File: src/design/jtp_pkg.sv
// Purpose: shared constants and types of the test access port block
// Assumes: pins arrive unsynchronised; the core clock is far faster than the test clock
// Notes: pin vector order is {chip_enable_n, tdi, tms, tck}
// Notes on behaviour
// (RULE1) the serial bit on tdi is taken into the active shift path at each rising test clock edge.
// (RULE2) the serial bit on tdo changes only at a falling test clock edge during shifting.
// (RULE3) tdo is released (enable low) whenever nothing is being shifted out.
// (RULE4) the controller moves only on a rising test clock edge, steered by tms sampled there.
// (RULE5) the host keeps all test pins steady before and during device configuration.
// (RULE6) tdi and tms held high with tck low leave the test logic idle in its reset state.
// (RULE7) the host holds chip_enable_n low for the whole of programming through the port.
// (RULE8) the controller is the standard sixteen-state machine with both ir and dr paths.
package jtp_pkg;
  // synchroniser
  localparam int SYNC_STAGES = 3;
  localparam int PIN_W = 4;
  localparam int PIN_TCK = 0;
  localparam int PIN_TMS = 1;
  localparam int PIN_TDI = 2;
  localparam int PIN_CEN = 3;
  localparam logic [PIN_W-1:0] PIN_IDLE = 4'he;

  // instruction path
  localparam int IR_W = 4;
  localparam logic [IR_W-1:0] IR_CAPTURE = 4'h1;
  localparam logic [IR_W-1:0] INSTR_IDCODE = 4'h1;
  localparam logic [IR_W-1:0] INSTR_USER = 4'h2;
  localparam logic [IR_W-1:0] INSTR_BYPASS = 4'hf;
  localparam logic [IR_W-1:0] IR_RESET = INSTR_IDCODE;

  // data path and reset walk counts
  localparam int ID_W = 32;
  localparam logic [ID_W-1:0] ID_CODE_DEFAULT = 32'h0000_0001; // arbitrary value
  localparam int USER_W = 8;
  localparam int RESET_TMS_RISES = 5;
  localparam logic [2:0] ONES_MAX = 3'h5;

  typedef enum logic [3:0] {
    ST_TLR, ST_RTI, ST_SEL_DR, ST_CAP_DR, ST_SHIFT_DR, ST_EXIT1_DR, ST_PAUSE_DR,
    ST_EXIT2_DR, ST_UPD_DR, ST_SEL_IR, ST_CAP_IR, ST_SHIFT_IR, ST_EXIT1_IR,
    ST_PAUSE_IR, ST_EXIT2_IR, ST_UPD_IR
  } jtp_state_t;
endpackage

File: src/design/jtp_pin_if.sv
// Purpose: carries cleaned test pin levels and test clock edges between modules
// Assumes: all signals on the core clock
// Notes: edges are one-cycle pulses
interface jtp_pin_if;
  logic tck_rise;
  logic tck_fall;
  logic tms;
  logic tdi;
  logic ce_n;
  modport drv (output tck_rise, output tck_fall, output tms, output tdi, output ce_n);
  modport tap (input tck_rise, input tck_fall, input tms, input tdi, input ce_n);
endinterface

File: src/design/jtp_pin_sync.sv
// Purpose: three-stage synchroniser and edge finder for the test pins
// Assumes: pins are asynchronous to core_clk_in
// Notes: a level counts once the second and third stages agree
module jtp_pin_sync (
  input wire logic core_clk_in,
  input wire logic srst_in,
  input wire logic tck_in,
  input wire logic tms_in,
  input wire logic tdi_in,
  input wire logic chip_enable_n_in,
  jtp_pin_if.drv pin
);
  logic [jtp_pkg::PIN_W-1:0] s1_r, s2_r, s3_r, filt_r;
  logic [jtp_pkg::PIN_W-1:0] s1_nxt, s2_nxt, s3_nxt, filt_nxt;
  logic rise_r, fall_r, rise_nxt, fall_nxt;

  // stage chain, filter and edge detection
  always_comb
  begin
    s1_nxt = {chip_enable_n_in, tdi_in, tms_in, tck_in};
    s2_nxt = s1_r;
    s3_nxt = s2_r;
    filt_nxt = filt_r;
    for (int i = 0; i < jtp_pkg::PIN_W; i++)
    begin
      if (s2_r[i] == s3_r[i])
      begin
        filt_nxt[i] = s3_r[i];
      end
    end
    rise_nxt = filt_nxt[jtp_pkg::PIN_TCK] & ~filt_r[jtp_pkg::PIN_TCK];
    fall_nxt = ~filt_nxt[jtp_pkg::PIN_TCK] & filt_r[jtp_pkg::PIN_TCK];
  end

  // registers, idle pin levels after reset
  always_ff @(posedge core_clk_in)
  begin
    if (srst_in)
    begin
      s1_r <= jtp_pkg::PIN_IDLE;
      s2_r <= jtp_pkg::PIN_IDLE;
      s3_r <= jtp_pkg::PIN_IDLE;
      filt_r <= jtp_pkg::PIN_IDLE;
      rise_r <= 1'b0;
      fall_r <= 1'b0;
    end
    else
    begin
      s1_r <= s1_nxt;
      s2_r <= s2_nxt;
      s3_r <= s3_nxt;
      filt_r <= filt_nxt;
      rise_r <= rise_nxt;
      fall_r <= fall_nxt;
    end
  end

  // hand cleaned levels to the controller
  assign pin.tck_rise = rise_r;
  assign pin.tck_fall = fall_r;
  assign pin.tms = filt_r[jtp_pkg::PIN_TMS];
  assign pin.tdi = filt_r[jtp_pkg::PIN_TDI];
  assign pin.ce_n = filt_r[jtp_pkg::PIN_CEN];
endmodule

File: src/design/jtp_tap_port.sv
// Purpose: test access port controller with ir, bypass, id and user data paths
// Assumes: test clock well below a quarter of the core clock
// Notes: tdo has a data and an enable output; the pad is outside
module jtp_tap_port #(
  parameter int USER_W = jtp_pkg::USER_W,
  parameter logic [jtp_pkg::ID_W-1:0] ID_CODE = jtp_pkg::ID_CODE_DEFAULT // arbitrary value
) (
  input wire logic core_clk_in,
  input wire logic srst_in,
  input wire logic tck_in,
  input wire logic tms_in,
  input wire logic tdi_in,
  input wire logic chip_enable_n_in,
  input wire logic [USER_W-1:0] user_capture_in,
  output logic tdo_out,
  output logic tdo_oe_out,
  output logic [jtp_pkg::IR_W-1:0] instr_out,
  output logic [USER_W-1:0] user_data_out,
  output logic user_update_out
);
  localparam int IR_W = jtp_pkg::IR_W;
  localparam int ID_W = jtp_pkg::ID_W;

  jtp_pin_if pin ();

  jtp_pin_sync u_sync (
    .core_clk_in(core_clk_in),
    .srst_in(srst_in),
    .tck_in(tck_in),
    .tms_in(tms_in),
    .tdi_in(tdi_in),
    .chip_enable_n_in(chip_enable_n_in),
    .pin(pin)
  );

  // standard controller transition table
  function automatic jtp_pkg::jtp_state_t tap_next(input jtp_pkg::jtp_state_t s,
                                                   input logic tms);
    case (s)
      jtp_pkg::ST_TLR: tap_next = tms ? jtp_pkg::ST_TLR : jtp_pkg::ST_RTI;
      jtp_pkg::ST_RTI: tap_next = tms ? jtp_pkg::ST_SEL_DR : jtp_pkg::ST_RTI;
      jtp_pkg::ST_SEL_DR: tap_next = tms ? jtp_pkg::ST_SEL_IR : jtp_pkg::ST_CAP_DR;
      jtp_pkg::ST_CAP_DR: tap_next = tms ? jtp_pkg::ST_EXIT1_DR : jtp_pkg::ST_SHIFT_DR;
      jtp_pkg::ST_SHIFT_DR: tap_next = tms ? jtp_pkg::ST_EXIT1_DR : jtp_pkg::ST_SHIFT_DR;
      jtp_pkg::ST_EXIT1_DR: tap_next = tms ? jtp_pkg::ST_UPD_DR : jtp_pkg::ST_PAUSE_DR;
      jtp_pkg::ST_PAUSE_DR: tap_next = tms ? jtp_pkg::ST_EXIT2_DR : jtp_pkg::ST_PAUSE_DR;
      jtp_pkg::ST_EXIT2_DR: tap_next = tms ? jtp_pkg::ST_UPD_DR : jtp_pkg::ST_SHIFT_DR;
      jtp_pkg::ST_UPD_DR: tap_next = tms ? jtp_pkg::ST_SEL_DR : jtp_pkg::ST_RTI;
      jtp_pkg::ST_SEL_IR: tap_next = tms ? jtp_pkg::ST_TLR : jtp_pkg::ST_CAP_IR;
      jtp_pkg::ST_CAP_IR: tap_next = tms ? jtp_pkg::ST_EXIT1_IR : jtp_pkg::ST_SHIFT_IR;
      jtp_pkg::ST_SHIFT_IR: tap_next = tms ? jtp_pkg::ST_EXIT1_IR : jtp_pkg::ST_SHIFT_IR;
      jtp_pkg::ST_EXIT1_IR: tap_next = tms ? jtp_pkg::ST_UPD_IR : jtp_pkg::ST_PAUSE_IR;
      jtp_pkg::ST_PAUSE_IR: tap_next = tms ? jtp_pkg::ST_EXIT2_IR : jtp_pkg::ST_PAUSE_IR;
      jtp_pkg::ST_EXIT2_IR: tap_next = tms ? jtp_pkg::ST_UPD_IR : jtp_pkg::ST_SHIFT_IR;
      jtp_pkg::ST_UPD_IR: tap_next = tms ? jtp_pkg::ST_SEL_DR : jtp_pkg::ST_RTI;
      default: tap_next = jtp_pkg::ST_TLR;
    endcase
  endfunction

  jtp_pkg::jtp_state_t state_r, state_nxt;
  logic [IR_W-1:0] ir_r, ir_nxt, ir_sh_r, ir_sh_nxt;
  logic byp_r, byp_nxt;
  logic [ID_W-1:0] id_sh_r, id_sh_nxt;
  logic [USER_W-1:0] usr_sh_r, usr_sh_nxt, usr_q_r, usr_q_nxt;
  logic upd_r, upd_nxt;
  logic tdo_r, tdo_nxt, oe_r, oe_nxt;
  logic [2:0] ones_r, ones_nxt;
  logic shifting;
  logic dr_bit;

  assign shifting = (state_r == jtp_pkg::ST_SHIFT_IR) || (state_r == jtp_pkg::ST_SHIFT_DR);

  // serial bit of the selected data path
  always_comb
  begin
    if (ir_r == jtp_pkg::INSTR_IDCODE)
    begin
      dr_bit = id_sh_r[0];
    end
    else if (ir_r == jtp_pkg::INSTR_USER)
    begin
      dr_bit = usr_sh_r[0];
    end
    else
    begin
      dr_bit = byp_r;
    end
  end

  // controller, shift paths and tdo next values
  always_comb
  begin
    state_nxt = state_r;
    ir_nxt = ir_r;
    ir_sh_nxt = ir_sh_r;
    byp_nxt = byp_r;
    id_sh_nxt = id_sh_r;
    usr_sh_nxt = usr_sh_r;
    usr_q_nxt = usr_q_r;
    upd_nxt = 1'b0;
    tdo_nxt = tdo_r;
    oe_nxt = oe_r;
    if (pin.tck_rise)
    begin
      state_nxt = tap_next(state_r, pin.tms); // RULE4 RULE8
      case (state_r)
        jtp_pkg::ST_TLR: ir_nxt = jtp_pkg::IR_RESET; // RULE6
        jtp_pkg::ST_CAP_IR: ir_sh_nxt = jtp_pkg::IR_CAPTURE;
        jtp_pkg::ST_SHIFT_IR: ir_sh_nxt = {pin.tdi, ir_sh_r[IR_W-1:1]}; // RULE1
        jtp_pkg::ST_UPD_IR: ir_nxt = ir_sh_r;
        jtp_pkg::ST_CAP_DR:
        begin
          byp_nxt = 1'b0;
          id_sh_nxt = ID_CODE;
          usr_sh_nxt = user_capture_in;
        end
        jtp_pkg::ST_SHIFT_DR:
        begin
          // RULE1
          if (ir_r == jtp_pkg::INSTR_IDCODE)
          begin
            id_sh_nxt = {pin.tdi, id_sh_r[ID_W-1:1]};
          end
          else if (ir_r == jtp_pkg::INSTR_USER)
          begin
            usr_sh_nxt = {pin.tdi, usr_sh_r[USER_W-1:1]};
          end
          else
          begin
            byp_nxt = pin.tdi;
          end
        end
        jtp_pkg::ST_UPD_DR:
        begin
          // user update only while the host holds chip enable low
          if (ir_r == jtp_pkg::INSTR_USER && !pin.ce_n) // RULE7
          begin
            usr_q_nxt = usr_sh_r;
            upd_nxt = 1'b1;
          end
        end
        default: ;
      endcase
    end
    if (pin.tck_fall)
    begin
      oe_nxt = shifting; // RULE3
      if (shifting)
      begin
        tdo_nxt = (state_r == jtp_pkg::ST_SHIFT_IR) ? ir_sh_r[0] : dr_bit; // RULE2
      end
    end
  end

  // count of consecutive rises with tms high, checked against the reset walk
  always_comb
  begin
    ones_nxt = ones_r;
    if (pin.tck_rise)
    begin
      ones_nxt = !pin.tms ? 3'h0 : (ones_r == jtp_pkg::ONES_MAX) ? ones_r : ones_r + 3'h1;
    end
  end

  // registers
  always_ff @(posedge core_clk_in)
  begin
    if (srst_in)
    begin
      state_r <= jtp_pkg::ST_TLR;
      ir_r <= jtp_pkg::IR_RESET;
      ir_sh_r <= '0;
      byp_r <= 1'b0;
      id_sh_r <= '0;
      usr_sh_r <= '0;
      usr_q_r <= '0;
      upd_r <= 1'b0;
      tdo_r <= 1'b0;
      oe_r <= 1'b0;
      ones_r <= 3'h0;
    end
    else
    begin
      state_r <= state_nxt;
      ir_r <= ir_nxt;
      ir_sh_r <= ir_sh_nxt;
      byp_r <= byp_nxt;
      id_sh_r <= id_sh_nxt;
      usr_sh_r <= usr_sh_nxt;
      usr_q_r <= usr_q_nxt;
      upd_r <= upd_nxt;
      tdo_r <= tdo_nxt;
      oe_r <= oe_nxt;
      ones_r <= ones_nxt;
    end
  end

  assign tdo_out = tdo_r;
  assign tdo_oe_out = oe_r;
  assign instr_out = ir_r;
  assign user_data_out = usr_q_r;
  assign user_update_out = upd_r;
endmodule

File: config.mk
export PLATFORM = sky130hd
export DESIGN_NAME = jtp_tap_port
export DESIGN_NICKNAME = d
export VERILOG_FILES = /design/src/design/jtp_pkg.sv /design/src/design/jtp_pin_if.sv /design/src/design/jtp_pin_sync.sv /design/src/design/jtp_tap_port.sv
export SDC_FILE = /design/constraint.sdc
export NUM_CORES = 1
export LEC_CHECK = 0
export ABC_AREA = 1
export BUFFER_PORTS_ARGS = -buffer_cell sky130_fd_sc_hd__buf_4
export CORE_MARGIN = 2
export CORE_UTILIZATION = 35
export DETAILED_ROUTE_END_ITERATION = 6
export GPL_TIMING_DRIVEN = 0
export SLEW_MARGIN = 25
export SYNTH_ARGS = -nofsm -noshare
export SYNTH_HDL_FRONTEND = slang
export SYNTH_SLANG_ARGS = --single-unit
File: constraint.sdc
create_clock -name core_clk_in -period 1.9 [get_ports core_clk_in]
set_input_delay 0.095 -clock core_clk_in [delete_from_list [all_inputs] [get_ports core_clk_in]]
set_output_delay 0.095 -clock core_clk_in [all_outputs]
set_load 0.05 [all_outputs]
After elaboration in Yosys (flattened, before gate mapping)
Cells that the tools add are included.

cells by class
  equality and inequality tests = 25
  mux-type cells = 28
  bitwise gates (word level) = 6
  reduce and logical (&&, ||, !) cells = 18

operator list
  operator              number
  $pmux W32 S2          1
  $pmux W4 S12          1
  $eq A4 B4 Y1 const B  8
  $mux W32              1
  $eq A4 B3 Y1 const B  4
  $mux W4               4
  $mux W8               2
  $pmux W4 S2           2
  $pmux W8 S2           1
  $eq A4 B2 Y1 const B  3
  $mux W1               10
  $eq A4 B1 Y1 const B  2
  $reduce_and A4 Y1     2
  $mux W2               3
  $mux W3               2
  $reduce_and A2 Y1     3
  $reduce_and A3 Y1     2
  $reduce_bool A2 Y1    3
  $reduce_or A3 Y1      2
  $eq A1 B1 Y1          4
  $logic_not A4 Y1      1
  $ne A2 B1 Y1 const B  2
  $ne A2 B2 Y1 const B  2
  $not A1 Y1            4
  6 further kinds       8

storage, ports and cells
  flip-flop bits (word level) = 82
  input port bits = 14
  output and inout port bits = 15
  word-level logic and storage cells = 96

Longest topological paths before layout
  depth after elaboration = 4
  gate-level depth with buffers = 9
  depth with buffers taken out = 9

Hierarchy
A second synthesis with hierarchy kept.

unflattened totals
  cell total of the unflattened synthesis = 474
  area, all modules = 3,413.3 um^2

by module, submodules not included
  module        times used  cells each  area an instance (um^2)  seq. area each (um^2)
  jtp_tap_port  1           424         2,882.8                  1,281.2
  jtp_pin_sync  1           50          530.5                    360.3

Worst setup path before layout
Ideal clock, no wire load.

  path kind = register to register
  start = register ir_r[1], in the netlist instr_out[1]
  end = register usr_q_r[0], in the netlist user_data_out[0]
  library setup time = 0.116 ns
  arrival = 1.601 ns
  data required time = 1.784 ns
  setup slack = 0.182 ns
  cell stages (with the launch flop) = 8
  path buffers = 0
  clock period less this slack = 1.718 ns
  cells stage by stage = dfxtp_1 > inv_1 > nor2_1 > nand2_1 > nor3_4 > inv_2 > nor2_1 > nor2_1

between the ends
  word-level cells in the longest chain between the ends = 3

ends and longest elaborated chain
  what                         line                 source
  start, declared              jtp_tap_port.sv:61   logic [IR_W-1:0] ir_r, ir_nxt, ir_sh_r, ir_sh_nxt;
  start signal, assigned       jtp_tap_port.sv:171  ir_r <= jtp_pkg::IR_RESET;
  start signal, assigned       jtp_tap_port.sv:185  ir_r <= ir_nxt;
  $eq A4 B2 Y1                 jtp_tap_port.sv:136  if (ir_r == jtp_pkg::INSTR_USER && !pin.ce_n)
  $logic_and A1 B1 Y1          jtp_tap_port.sv:136
  $reduce_and A3 Y1 (no line)  n/a
  end signal, assigned         jtp_tap_port.sv:190  usr_q_r <= usr_q_nxt;
  end, declared                jtp_tap_port.sv:64   logic [USER_W-1:0] usr_sh_r, usr_sh_nxt, usr_q_r, usr_q_nxt;

No other way between the ends.
A chain may end at the register's enable or synchronous reset.

Worst setup path after layout
  start = register ir_r[2], in the netlist instr_out[2]
  end = register usr_q_r[3], in the netlist user_data_out[3]

Same word-level chain as after synthesis.

==> impl_metrics.ini <==
[place]
port_buffers = 27
post-place-cells = 580
gp_congestion = 0.888
place_ws_ns = 0.195
place_hpwl_mm = 5.10

[power_and_ir_drop]
pwr-share-clk_pct = 46.6
pwr-share-comb_pct = 2.4
swShare_pct = 18.8
ir_drop_mv = 0.496
p_int_w = 0.00276
p_per_area_nw_per_um2 = 867
leakage_nw = 1.60
pwr-share-seq_pct = 51.0
switchingPower_w = 0.000640

[clock_network]
cts_made_buffers = 9
cts_tree = built
cts_root_buffer = clkbuf_8
cts_buffer_depth = 2
cts_setup_buffers = 0
cts.sink_count = 82
cts.reportedPaths.clkPinSlew_ns = 0.08
ctsHtreeMaxLevel = 3
clk_latency_ns = 0.34

[setup_path]
required_ns = 2.13
reg2regPathDepth = 6
cp-end-kind = flip-flop
crit_fanout = 10
arrival_ns = 1.89
worstSetupStartpointType = flip-flop
r2r-start = instr_out[2]
r2r-end = user_data_out[3]
worst-setup-path-type = flip-flop to flip-flop
regToRegSetupSlack_ns = 0.24
crit_path_start = instr_out[2]

[logic_synthesis]
synth_seq_cells = 82
syn_avg_cell_area_um2 = 7.43
syn_nets = 456
yosys_warnings = 0
yosysSeqAreaShare_pct = 50.0
synth_area_um2 = 3280
syn_inst = 442
yosysUniqueCellTypes = 29

[die]
ios = 29
die_x_um = 101
core_area_um2 = 9150
dieArea_um2 = 10200
die_y_um = 101
num_rows = 35
start_util_pct = 35.9

[sta]
timing.final.crit_share_pct = 87.4
report.final.slew_viol_count = 0
tns_ns = 0
rsz0062_at_grt = false
finalHoldViolations = 0
fmax_mhz = 603
period_minus_slack_ns = 1.66
slew_headroom_pct = 58.6
setup_ws_ns = 0.240
clock_skew_ns = 0.00638
finalSetupViolCount = 0
tightest_slew_ns = 0.621

[routing]
vias_per_cell = 4.83
vias = 2891
dr.pass1.iters = 6
antenna_left = 0
drc_errors = 0
wl_per_cell_um = 12.1
drt-initial-drc-count = 134
wl_mm = 7.22

[hold_path]
min_path_type = input port to flip-flop
min_path_cells = 5
hp-start = user_capture_in[1]
hold_end = usr_sh_r[1]

[final_layout]
stdcell_count = 598
areaGrowthSynthToFinish_pct = 19.4
finalNetCount = 498
finish.utilization_pct = 42.8
drive_above_1_share_pct = 15.0
n_antenna_cell = 0

[grt]
antenna_found_initial = 0
grt_usage_pct = 15.0
gr-total-overflow = 0
grt_max_degree = 14
grt_pass1_wl_mm = 12.1
grt_pass1_vias = 2564

[run_status]
outcome = completed

[job]
cap_violations = 0
## routing by layer
layer  track usage (%)  vias up  share of wire (%)
met5                 0        -                  0
met4              5.58        0                1.3
met3              3.40        8                3.8
met2              22.3       57                 44
met1              21.1     1303                 51
li1                  -     1523                  -
## critical path, stage by stage (launching register included)
cell and delay, ns:
dfxtp_1 0.34, nor2_1 0.26, nand2_1 0.23, nor3_4 0.42
inv_2 0.14, nor2_1 0.11, nor2_1 0.06
## cells in the final DEF, fill, tap and decap left out
cell	synthesis	routed
nor2_2	1	2
buf_2	6	6
nand2_1	101	101
a22oi_1	1	1
buf_4	1	28
nand3_1	42	42
inv_2	5	5
o21ai_1	2	2
and2_1	1	1
a21oi_4	1	1
clkinv_4	0	1
o22ai_1	1	1
clkbuf_1	10	10
a211oi_1	2	2
buf_1	2	2
dlygate4sd3_1	0	4
dfxtp_1	82	82
or2_2	9	9
nor4_1	2	2
a21oi_1	54	54
inv_1	23	23
nor3_4	1	1
bufinv_16	0	4
o21bai_1	1	1
clkbuf_8	0	9
o21ai_0	29	29
clkinv_2	1	1
nor2_1	52	51
nand4_1	2	2
nand2_2	2	2
buf_6	3	3
nor3_1	4	4
nor2_4	1	1
## logic make-up after synthesis
group | after synthesis | synth area share (%)
simple gates | 218 | 28.6
compound gates | 91 | 14.6
flops | 82 | 50.0
buf+inv | 51 | 6.90
## stage by stage
| step | instance area, um^2 | total power [W] | hold slack (ns) |
|---|---|---|---|
| floorplan | 3280 | 0.00181 | 0.199 |
| global placement | 3630 | 0.00185 | 0.280 |
| detailed placement | 3630 | 0.00185 | 0.285 |
| CTS | 3920 | 0.00344 | 0.0597 |
| global route | 3920 | 0.00352 | 0.0872 |
| finish | 3920 | 0.00340 | 0.0772 |
## power groups by stage
stage,Sequential (W),Combinational (W),Clock [W]
finish,0.00173,0.0000813,0.00159
global route,0.00173,0.0000906,0.00170
CTS,0.00173,0.0000826,0.00163
detailed placement,0.00177,0.0000758,0
global placement,0.00177,0.0000755,0
floorplan,0.00177,0.0000408,0
## flip-flops by register name (all words and copies together) (netlist names)
name,flops
byp_r,1
id_sh_r,32
instr_out,4
ir_sh_r,4
state_r,4
tdo_oe_out,1
tdo_out,1
u_sync.filt_r,4
u_sync.pin.tck_fall,1
u_sync.pin.tck_rise,1
u_sync.s1_r,4
u_sync.s2_r,4
u_sync.s3_r,4
user_data_out,8
user_update_out,1
usr_sh_r,8
## final cells by class
| type | instances | area (um^2) |
|---|---|---|
| timing repair buffer | 31 | 243 |
| tap | 111 | 139 |
| sequential | 82 | 1640 |
| inverter | 29 | 110 |
| buffer | 22 | 116 |
| clock buffer | 9 | 124 |
| clock inverter | 5 | 129 |
| multi-input combinational | 309 | 1420 |
| fill | 916 | 5230 |
## synth_stat cells, drive strengths merged
cell	count	area (um^2)
clkinv	1	5.00
o22ai	1	6.26
nand4	2	12.5
nor4	2	12.5
o21ai	31	155
or2	9	56.3
buf	12	78.8
a211oi	2	15.0
inv	28	105
o21bai	1	7.51
dfxtp	82	1640
nand3	42	210
a21oi	55	287
and2	1	6.26
clkbuf	10	37.5
a22oi	1	7.51
nand2	103	392
nor2	54	213
nor3	5	36.3
## repair_timing
| action | 4_1_cts | 5_1_grt |
|---|---|---|
| hold endpoints to repair | 4 | 0 |
| setup endpoints to repair | 0 | 8 |
| hold buffers | 4 | 0 |
| gates resized for setup | 0 | 1 |
## worst max path at each step
stage,endpoint,slack (ns),cells after the start
2_1_floorplan,user_data_out[0],0.18,7
3_3_place_gp,usr_sh_r[1],0.16,8
5_1_grt,user_data_out[0],0.05,6
3_5_place_dp,usr_sh_r[4],0.19,8
6_report,user_data_out[3],0.24,6
4_1_cts,usr_sh_r[4],0.18,8
Power figures use the tool's default switching activity.
